## src/verilog/gpplg_pkg.sv

```systemverilog
// Constants for the gated port pattern logic block.
// Assumes a 32-bit local bus with single word accesses at the listed offsets.
// Functional notes
// - Read-only firmware revision word at 0x1000.
// - Read of 0x1004 returns port A.
// - Read of 0x1008 returns port B.
// - Read of 0x100c returns driven port C.
// - Status holds ready, gates and clears, bits 0-4.
// - Read/write mask for port A, one masks.
// - Read/write mask for port B, one masks.
// - Control bit 8 selects gate connector level.
// - Control bit 5 ends the register gate.
// - Control bit 4 starts the register gate.
// - Selector 0-3 gives A, B, AND, OR.
// - Selector 4-7 drives captured versions of those.
// - Captured bits set and stay set.
// - Selector 8 drives free-running clock counter.
// - Selector 9 to f drives software register.
// - Read/write user value at 0x180c feeds C.
package gpplg_pkg;
    localparam int          DW            = 32;          // Data width
    localparam int          AW            = 16;          // Local address width
    localparam logic [15:0] OFS_REV       = 16'h1000;    // Firmware revision
    localparam logic [15:0] OFS_A_VAL     = 16'h1004;    // Port A readback
    localparam logic [15:0] OFS_B_VAL     = 16'h1008;    // Port B readback
    localparam logic [15:0] OFS_C_VAL     = 16'h100c;    // Port C readback
    localparam logic [15:0] OFS_STATUS    = 16'h1010;    // Gate status
    localparam logic [15:0] OFS_A_MASK    = 16'h1800;    // Port A mask
    localparam logic [15:0] OFS_B_MASK    = 16'h1804;    // Port B mask
    localparam logic [15:0] OFS_CTRL      = 16'h1808;    // Pattern control
    localparam logic [15:0] OFS_C_USER    = 16'h180c;    // Port C user value
    localparam logic [31:0] FW_REVISION   = 32'h0000_0001; // Arbitrary revision value
    localparam int          CTL_SEL_LSB   = 0;           // Selector field low bit
    localparam int          CTL_SEL_MSB   = 3;           // Selector field high bit
    localparam int          CTL_START     = 4;           // Gate start bit
    localparam int          CTL_STOP      = 5;           // Gate stop bit
    localparam int          CTL_LEVEL     = 8;           // Gate connector level bit
    localparam int          ST_READY      = 0;           // Status: data ready
    localparam int          ST_EXT_GATE   = 1;           // Status: external gate
    localparam int          ST_EXT_CLR    = 2;           // Status: external clear
    localparam int          ST_REG_GATE   = 3;           // Status: register gate
    localparam int          ST_REG_CLR    = 4;           // Status: register clear
    localparam logic [31:0] CTRL_RST      = 32'h0000_0000; // Control reset value
    localparam logic [31:0] ZERO_W        = 32'h0000_0000; // All-zero word
    localparam logic [31:0] CNT_STEP      = 32'h0000_0001; // Counter increment
    localparam logic [3:0]  SEL_A         = 4'h0;        // Port A
    localparam logic [3:0]  SEL_B         = 4'h1;        // Port B
    localparam logic [3:0]  SEL_AND       = 4'h2;        // A AND B
    localparam logic [3:0]  SEL_OR        = 4'h3;        // A OR B
    localparam logic [3:0]  SEL_CAP_A     = 4'h4;        // Captured A
    localparam logic [3:0]  SEL_CAP_B     = 4'h5;        // Captured B
    localparam logic [3:0]  SEL_CAP_AND   = 4'h6;        // Captured AND
    localparam logic [3:0]  SEL_CAP_OR    = 4'h7;        // Captured OR
    localparam logic [3:0]  SEL_COUNT     = 4'h8;        // Clock counter
endpackage : gpplg_pkg

```

## src/verilog/gpplg_top.sv

```systemverilog
// Gated port pattern logic: masks ports A and B, combines, captures and gates onto C.
// Assumes a single-cycle local bus on mclk; external gate and clear arrive asynchronously.
// Port A and B pins are asynchronous too and pass three flip-flops before use.
`timescale 1ns/1ns
module gpplg_top
(
    // Clock, reset, enable
    input  wire logic                     mclk,
    input  wire logic                     rst,
    input  wire logic                     clk_en,
    // Local register bus
    input  wire logic [gpplg_pkg::AW-1:0] bus_addr,
    input  wire logic                     bus_wr,
    input  wire logic                     bus_rd,
    input  wire logic [gpplg_pkg::DW-1:0] bus_wdata,
    output logic      [gpplg_pkg::DW-1:0] bus_rdata,
    output logic                          bus_rvalid,
    // User ports
    input  wire logic [gpplg_pkg::DW-1:0] port_a,
    input  wire logic [gpplg_pkg::DW-1:0] port_b,
    output logic      [gpplg_pkg::DW-1:0] port_c,
    // Gate connectors
    input  wire logic                     gate_connector_0,
    input  wire logic                     gate_connector_1,
    output logic                          gate_level_ttl
);
    import gpplg_pkg::*;

    logic [DW-1:0] mask_a_r;          // Port A mask
    logic [DW-1:0] mask_b_r;          // Port B mask
    logic [DW-1:0] ctrl_r;            // Pattern control
    logic [DW-1:0] user_c_r;          // Port C user value
    logic [DW-1:0] cap_r;             // Sticky capture
    logic [DW-1:0] cnt_r;             // Free-running counter
    logic [DW-1:0] a_s1_r, a_s2_r, a_s3_r;  // Port A synchroniser
    logic [DW-1:0] b_s1_r, b_s2_r, b_s3_r;  // Port B synchroniser
    logic [DW-1:0] a_q_r, b_q_r;      // Agreed input values
    logic [2:0]    g_s_r, c_s_r;      // Gate and clear synchronisers
    logic          ext_gate_r;        // Filtered external gate
    logic          ext_clr_r;         // Filtered external clear
    logic          reg_gate_r;        // Register-driven gate
    logic          reg_clr_r;         // Register-driven clear pulse
    logic          ready_r;           // Data ready flag

    // Decode and selection
    wire [3:0]    sel      = ctrl_r[CTL_SEL_MSB:CTL_SEL_LSB];
    wire          wr_ctrl  = bus_wr && (bus_addr == OFS_CTRL);
    wire          do_start = wr_ctrl && bus_wdata[CTL_START];
    wire          do_stop  = wr_ctrl && bus_wdata[CTL_STOP];
    wire          wr_sel_w = wr_ctrl && (bus_wdata[CTL_SEL_MSB:CTL_SEL_LSB] != sel);
    // A set mask bit forces its channel to zero in every result
    wire [DW-1:0] a_m      = a_q_r & ~mask_a_r;
    wire [DW-1:0] b_m      = b_q_r & ~mask_b_r;
    wire [DW-1:0] a_and_b  = a_m & b_m;
    wire [DW-1:0] a_or_b   = a_m | b_m;
    // Either gate source opens port C; either clear empties the capture
    wire          gate_on  = reg_gate_r | ext_gate_r;
    wire          clr_any  = reg_clr_r | ext_clr_r;
    // Capture source for selector codes 4 to 7
    wire [DW-1:0] cap_src  = (sel == SEL_CAP_A)   ? a_m :
                             (sel == SEL_CAP_B)   ? b_m :
                             (sel == SEL_CAP_AND) ? a_and_b :
                             (sel == SEL_CAP_OR)  ? a_or_b : ZERO_W;
    wire          is_cap   = (sel >= SEL_CAP_A) && (sel <= SEL_CAP_OR);
    // Live result while gated; codes 4 to 7 show the sticky word
    wire [DW-1:0] live_c   = (sel == SEL_A)     ? a_m :
                             (sel == SEL_B)     ? b_m :
                             (sel == SEL_AND)   ? a_and_b :
                             (sel == SEL_OR)    ? a_or_b : cap_r;
    // Counter and user value ignore the gate; other codes idle low
    wire [DW-1:0] c_nxt    = (sel == SEL_COUNT) ? cnt_r :
                             (sel >  SEL_COUNT) ? user_c_r :
                             gate_on            ? live_c : ZERO_W;
    // Status word, one named bit per flag, reserved bits read as zero
    wire [DW-1:0] status_w;                                 // Status readback
    assign status_w[ST_READY]          = ready_r;
    assign status_w[ST_EXT_GATE]       = ext_gate_r;
    assign status_w[ST_EXT_CLR]        = ext_clr_r;
    assign status_w[ST_REG_GATE]       = reg_gate_r;
    assign status_w[ST_REG_CLR]        = reg_clr_r;
    assign status_w[DW-1:ST_REG_CLR+1] = ZERO_W[DW-1:ST_REG_CLR+1];
    // Read multiplexer; unmapped offsets read as zero
    wire [DW-1:0] rd_mux   = (bus_addr == OFS_REV)    ? FW_REVISION :
                             (bus_addr == OFS_A_VAL)  ? a_q_r :
                             (bus_addr == OFS_B_VAL)  ? b_q_r :
                             (bus_addr == OFS_C_VAL)  ? port_c :
                             (bus_addr == OFS_STATUS) ? status_w :
                             (bus_addr == OFS_A_MASK) ? mask_a_r :
                             (bus_addr == OFS_B_MASK) ? mask_b_r :
                             (bus_addr == OFS_CTRL)   ? ctrl_r :
                             (bus_addr == OFS_C_USER) ? user_c_r : ZERO_W;

    // Input synchronisers, three stages each
    always_ff @(posedge mclk)
    begin
        if (rst)
        begin
            // Clear every stage
            a_s1_r <= ZERO_W;
            a_s2_r <= ZERO_W;
            a_s3_r <= ZERO_W;
            b_s1_r <= ZERO_W;
            b_s2_r <= ZERO_W;
            b_s3_r <= ZERO_W;
            g_s_r  <= 3'h0;
            c_s_r  <= 3'h0;
        end
        else if (clk_en)
        begin
            // Only stage two reads stage one
            a_s1_r <= port_a;
            a_s2_r <= a_s1_r;
            a_s3_r <= a_s2_r;
            b_s1_r <= port_b;
            b_s2_r <= b_s1_r;
            b_s3_r <= b_s2_r;
            g_s_r  <= {g_s_r[1:0], gate_connector_0};
            c_s_r  <= {c_s_r[1:0], gate_connector_1};
        end
    end

    // Accept a change once stages two and three agree
    always_ff @(posedge mclk)
    begin
        if (rst)
        begin
            a_q_r      <= ZERO_W;
            b_q_r      <= ZERO_W;
            ext_gate_r <= 1'b0;
            ext_clr_r  <= 1'b0;
        end
        else if (clk_en)
        begin
            // A bit moves only when stages two and three agree on it
            a_q_r <= (a_s2_r & a_s3_r) | (a_q_r & (a_s2_r ^ a_s3_r));
            b_q_r <= (b_s2_r & b_s3_r) | (b_q_r & (b_s2_r ^ b_s3_r));
            if (g_s_r[1] == g_s_r[2])
                ext_gate_r <= g_s_r[2];
            if (c_s_r[1] == c_s_r[2])
                ext_clr_r <= c_s_r[2];
        end
    end

    // Software registers
    always_ff @(posedge mclk)
    begin
        if (rst)
        begin
            mask_a_r <= ZERO_W;
            mask_b_r <= ZERO_W;
            ctrl_r   <= CTRL_RST;
            user_c_r <= ZERO_W;
        end
        else if (clk_en && bus_wr)
        begin
            // Writes to read-only or unmapped offsets fall through here
            if (bus_addr == OFS_A_MASK)
                mask_a_r <= bus_wdata;
            if (bus_addr == OFS_B_MASK)
                mask_b_r <= bus_wdata;
            if (wr_ctrl)
                ctrl_r   <= bus_wdata;
            if (bus_addr == OFS_C_USER)
                user_c_r <= bus_wdata;
        end
    end

    // Register gate: start sets, stop ends and wins; selector change clears captures
    always_ff @(posedge mclk)
    begin
        if (rst)
        begin
            reg_gate_r <= 1'b0;
            reg_clr_r  <= 1'b0;
        end
        else if (clk_en)
        begin
            // Stop wins when start and stop are written together
            if (do_stop)
                reg_gate_r <= 1'b0;
            else if (do_start)
                reg_gate_r <= 1'b1;
            reg_clr_r <= wr_sel_w;
        end
    end

    // Sticky capture while gated; a set in the clear cycle survives
    always_ff @(posedge mclk)
    begin
        if (rst)
        begin
            cap_r   <= ZERO_W;
            ready_r <= 1'b0;
        end
        else if (clk_en)
        begin
            // A capture set wins over a clear in the same cycle
            if (is_cap && gate_on)
                cap_r <= (clr_any ? ZERO_W : cap_r) | cap_src;
            else if (clr_any)
                cap_r <= ZERO_W;
            // Ready follows the same set-wins rule as the capture word
            ready_r <= ((clr_any ? 1'b0 : ready_r) | ((is_cap && gate_on) && (cap_src != ZERO_W)));
        end
    end

    // Counter, output and bus read
    always_ff @(posedge mclk)
    begin
        if (rst)
        begin
            cnt_r          <= ZERO_W;
            port_c         <= ZERO_W;
            bus_rdata      <= ZERO_W;
            bus_rvalid     <= 1'b0;
            gate_level_ttl <= 1'b0;
        end
        else if (clk_en)
        begin
            cnt_r          <= cnt_r + CNT_STEP;
            port_c         <= c_nxt;
            // Read data stands for one cycle and is zero otherwise
            bus_rdata      <= bus_rd ? rd_mux : ZERO_W;
            bus_rvalid     <= bus_rd;
            gate_level_ttl <= ctrl_r[CTL_LEVEL];
        end
    end
endmodule : gpplg_top

```

## config.mk

```make
export PLATFORM = sky130hd
export DESIGN_NAME = gpplg_top
export DESIGN_NICKNAME = d
export VERILOG_FILES = /design/src/verilog/gpplg_pkg.sv /design/src/verilog/gpplg_top.sv
export SDC_FILE = /design/constraint.sdc
export NUM_CORES = 1
export LEC_CHECK = 0
export BUFFER_PORTS_ARGS = -buffer_cell sky130_fd_sc_hd__buf_2
export CELL_PAD_IN_SITES_DETAIL_PLACEMENT = 1
export CELL_PAD_IN_SITES_GLOBAL_PLACEMENT = 2
export CORE_UTILIZATION = 35
export DETAILED_ROUTE_END_ITERATION = 8
export GPL_ROUTABILITY_DRIVEN = 0
export PLACE_DENSITY = 0.72
export SYNTH_ARGS = -nofsm -noshare
export SYNTH_HDL_FRONTEND = slang
export SYNTH_SLANG_ARGS = --single-unit
```

## constraint.sdc

```tcl
create_clock -name mclk -period 4.2 [get_ports mclk]
set_input_delay 0.84 -clock mclk [delete_from_list [all_inputs] [get_ports mclk]]
set_output_delay 0.84 -clock mclk [all_outputs]
set_load 0.05 [all_outputs]
```

==> reports/qor.csv <==
stage,metric,value,unit
run_status,status,"complete, no violations",
route,wl_per_cell,23.54,µm
setup_path,critPathTopFamily,compound AO/OA/AOI/OAI gates,
floorplan,dieHeight,257.3,µm
timing,finalSetupTns,0,ns
clock_tree,cts-root-buf,clkbuf_16,
grt,grt_max_degree,149,
timing,finalMaxSlewViolations,0,
clock_tree,post_cts_resized,0,
grt,grt.total_usage,0.2580,
layout,final_util,0.4138,
yosys,syn_area,0.02282,mm²
grt,use_met2,0.4268,
yosys,synth_seq_area_share,0.4606,
power_and_ir_drop,peakVddDrop,0.2930,mV
timing,rsz0062_at_grt,false,
timing,final_hold_viol_count,0,
yosys,ys_seq_elements,525,
grt,grt_use_met3,0.03950,
yosys,syn_area_per_cell,8.595,µm²
setup_path,max_stage_delay,0.97,ns
route,drt-total-wl,86220,µm
setup_path,critPathCaptureType,flip-flop,
clock_tree,cts_setup_buffers,0,
setup_path,rrSetupSlack,1.12,ns
grt,grt_pass1_wl,131100,µm
route,drc,0,
yosys,yosysWarningCount,0,
placement,hpwl,58250,µm
clock_tree,postCtsHoldBufs,0,
layout,fin_nets,2940,
min_path,hold_depth,3,
clock_tree,clock_path_buffers,3,
floorplan,die_w,257.3,µm
timing,clock_skew,0.02128,ns
grt,antenna_found_initial,10,
floorplan,core-area,0.06446,mm²
route,first_pass_iters,5,
setup_path,required,4.69,ns
yosys,ys_types,49,
yosys,syn-instance-count,2655,
clock_tree,numClockSinks,525,
route,ant_nets,0,
setup_path,r2r.worst_path.cells,6,
power_and_ir_drop,leakage,10.62,nW
floorplan,ios,185,
placement,numPortBuffers,184,
setup_path,worst-path-stages,6,
floorplan,start_util,0.3540,
layout,post-route-cell-area,0.02668,mm²
layout,syn_to_final_growth,16.90,%
setup_path,worst-setup-path-type,flip-flop to flip-flop,
grt,globalRoute.totalOverflow,0,
clock_tree,cts_tree,yes,
floorplan,die-area,0.06622,mm²
grt,grt_pass1_vias,21026,
setup_path,path_cells,nor3_2 > buf_4 > o22ai_4 > o21ai_0 > o211ai_1 > a21oi_1,
clock_tree,clkLatencyLatePin,0.64,ns
timing,finalSetupViolCount,0,
clock_tree,cts_buffers,60,
timing,fin_crit_sh,0.7336,
grt,busiest_layer,met2,
clock_tree,clkTransAtPathRegs,0.06,ns
flow_run,drv_cap,0,
floorplan,row_count,93,
layout,drive_gt1_frac,0.1356,
timing,worstMarginPinSlew,1.274,ns
route,drt_iter0_markers,1378,
setup_path,cp_slowest_cell,o22ai_4,
grt,grt.met1_usage,0.3394,
timing,min_period,3.081,ns
yosys,synth_nets,2839,
min_path,holdCritPathClass,input pin to flip-flop,
power_and_ir_drop,power_density,416.0,mW/mm²
timing,relSlewSlack,0.1504,
route,vias,20201,
placement,dpl-instance-area,0.02465,mm²
setup_path,cp-start-kind,flip-flop,
setup_path,worst-path-max-fanout,32,
route,vias_per_cell,5.515,
timing,fmax,324.6,MHz
clock_tree,h-tree-depth,2,
setup_path,crit_buf_inv,1,
setup_path,arrival,3.57,ns
-- report_power, final --
group / switching, mW / internal, mW
sequential: 0.0598 / 5.05
clock: 2.23 / 3.20
combinational: 0.349 / 0.203
total: 2.64 / 8.46
-- cell usage after synthesis (all sizes together) --
library cell / number / area share
and3: 9 / 0.0025
a41oi: 2 / 0.00077
nand3: 15 / 0.0035
and2: 1 / 0.00027
nand2b: 4 / 0.0011
o21ai: 161 / 0.035
o22ai: 34 / 0.0093
inv: 4 / 0.00066
a21oi: 297 / 0.065
nor4bb: 1 / 0.00044
nor4: 10 / 0.0027
a22oi: 64 / 0.021
nor3: 39 / 0.0095
nor2b: 65 / 0.018
o211ai: 33 / 0.011
clkbuf: 166 / 0.027
and4: 5 / 0.0019
a21o: 31 / 0.010
mux2: 3 / 0.0015
a221oi: 3 / 0.0012
nand2: 426 / 0.070
nor4b: 2 / 0.00077
o221ai: 1 / 0.00038
xor2: 31 / 0.012
or4b: 1 / 0.00060
mux4: 27 / 0.027
buf: 33 / 0.0060
a211oi: 4 / 0.0013
nor2: 311 / 0.051
dfxtp: 525 / 0.46
a22o: 2 / 0.00077
nand4: 9 / 0.0025
or3: 31 / 0.0087
or2: 2 / 0.00055
o41ai: 1 / 0.00038
a31oi: 27 / 0.0074
nand3b: 1 / 0.00033
ha: 65 / 0.036
mux2i: 201 / 0.088
a2111oi: 3 / 0.0012
o2111a: 1 / 0.00049
xnor2: 4 / 0.0015
-- layout make-up --
cell class / count / area (µm²)
Inverter: 4 / 15.01
Multi-Input combinational cell: 1927 / 11610
Timing Repair Buffer: 238 / 1446
Sequential cell: 525 / 10510
Clock inverter: 20 / 294.0
Tap cell: 855 / 1070
Fill cell: 7530 / 37790
Clock buffer: 89 / 1722
Antenna cell: 5 / 12.51
-- final timing paths --
kind	to	start
worst min register to register	bus_rdata[17]	bus_rdata[17]
worst min-delay path	b_s1_r[8]	port_b[8]
worst max-delay path	port_c[13]	ctrl_r[0]
worst max register to register	port_c[13]	ctrl_r[0]
-- registers in the layout, indices dropped and copies added, names as in the netlist, 32 cells and up --
register	count
a_q_r	32
a_s1_r	32
a_s2_r	32
a_s3_r	32
b_q_r	32
b_s1_r	32
b_s2_r	32
b_s3_r	32
bus_rdata	32
cap_r	32
cnt_r	32
ctrl_r	32
mask_a_r	32
mask_b_r	32
port_c	32
user_c_r	32
-- stage by stage --
| stage | worst slack, ns | cells | hold WS, ns | power [mW] |
|---|---|---|---|---|
| 2_1_floorplan | 1.507 | 2655 | 0.4286 | 5.545 |
| 3_3_place_gp | 0.6107 | 3549 | 0.4234 | 5.764 |
| 3_5_place_dp | 0.5783 | 3549 | 0.4339 | 5.778 |
| 4_1_cts | 1.189 | 3658 | 0.4005 | 11.23 |
| 5_1_grt | 0.9840 | 3659 | 0.4325 | 11.48 |
| 6_report | 1.119 | 3663 | 0.4367 | 11.10 |
-- layout by cell type (no fill, tap or decap), types with 4 or more instances in the layout --
| cell type | n |
|---|---|
| nand2b_1 | 4 |
| o21ai_1 | 6 |
| a31oi_1 | 27 |
| o211ai_1 | 33 |
| mux4_2 | 27 |
| buf_2 | 182 |
| nor2_1 | 308 |
| clkbuf_8 | 9 |
| nand3_1 | 14 |
| nand4_1 | 9 |
| and3_1 | 9 |
| a21o_1 | 31 |
| ha_1 | 65 |
| clkinv_2 | 7 |
| dfxtp_1 | 525 |
| or3_1 | 27 |
| nor4_1 | 10 |
| diode_2 | 5 |
| mux2i_1 | 201 |
| buf_4 | 46 |
| nor2b_1 | 65 |
| a22oi_1 | 64 |
| xnor2_1 | 4 |
| a21oi_1 | 297 |
| clkinvlp_4 | 4 |
| bufinv_16 | 6 |
| clkbuf_1 | 19 |
| o22ai_1 | 33 |
| buf_12 | 8 |
| o21ai_0 | 154 |
| clkbuf_16 | 61 |
| nor3_1 | 33 |
| and4_1 | 5 |
| xor2_1 | 31 |
| nand2_1 | 425 |
-- routing by layer --
| layer | vias up | part of all wire |
|---|---|---|
| li1 | 9485 | - |
| met1 | 10068 | 0.45 |
| met2 | 472 | 0.47 |
| met3 | 170 | 0.047 |
| met4 | 6 | 0.033 |
| met5 | - | 0.00046 |
-- tightest hold or removal path, cell delays in order --
cell and delay (ns):
buf_2 0.07, mux2i_1 0.05, nor2_1 0.07
-- kinds of logic after synthesis --
logic type,Yosys count,share of synthesized area
compound gates,664,0.1657
fa+ha+maj,65,0.03564
simple gates,932,0.1744
mux,231,0.1163
buf+inv,203,0.03394
xor+xnor,35,0.01343
flops,525,0.4606
Note: power is estimated with default switching activity, not from simulation.
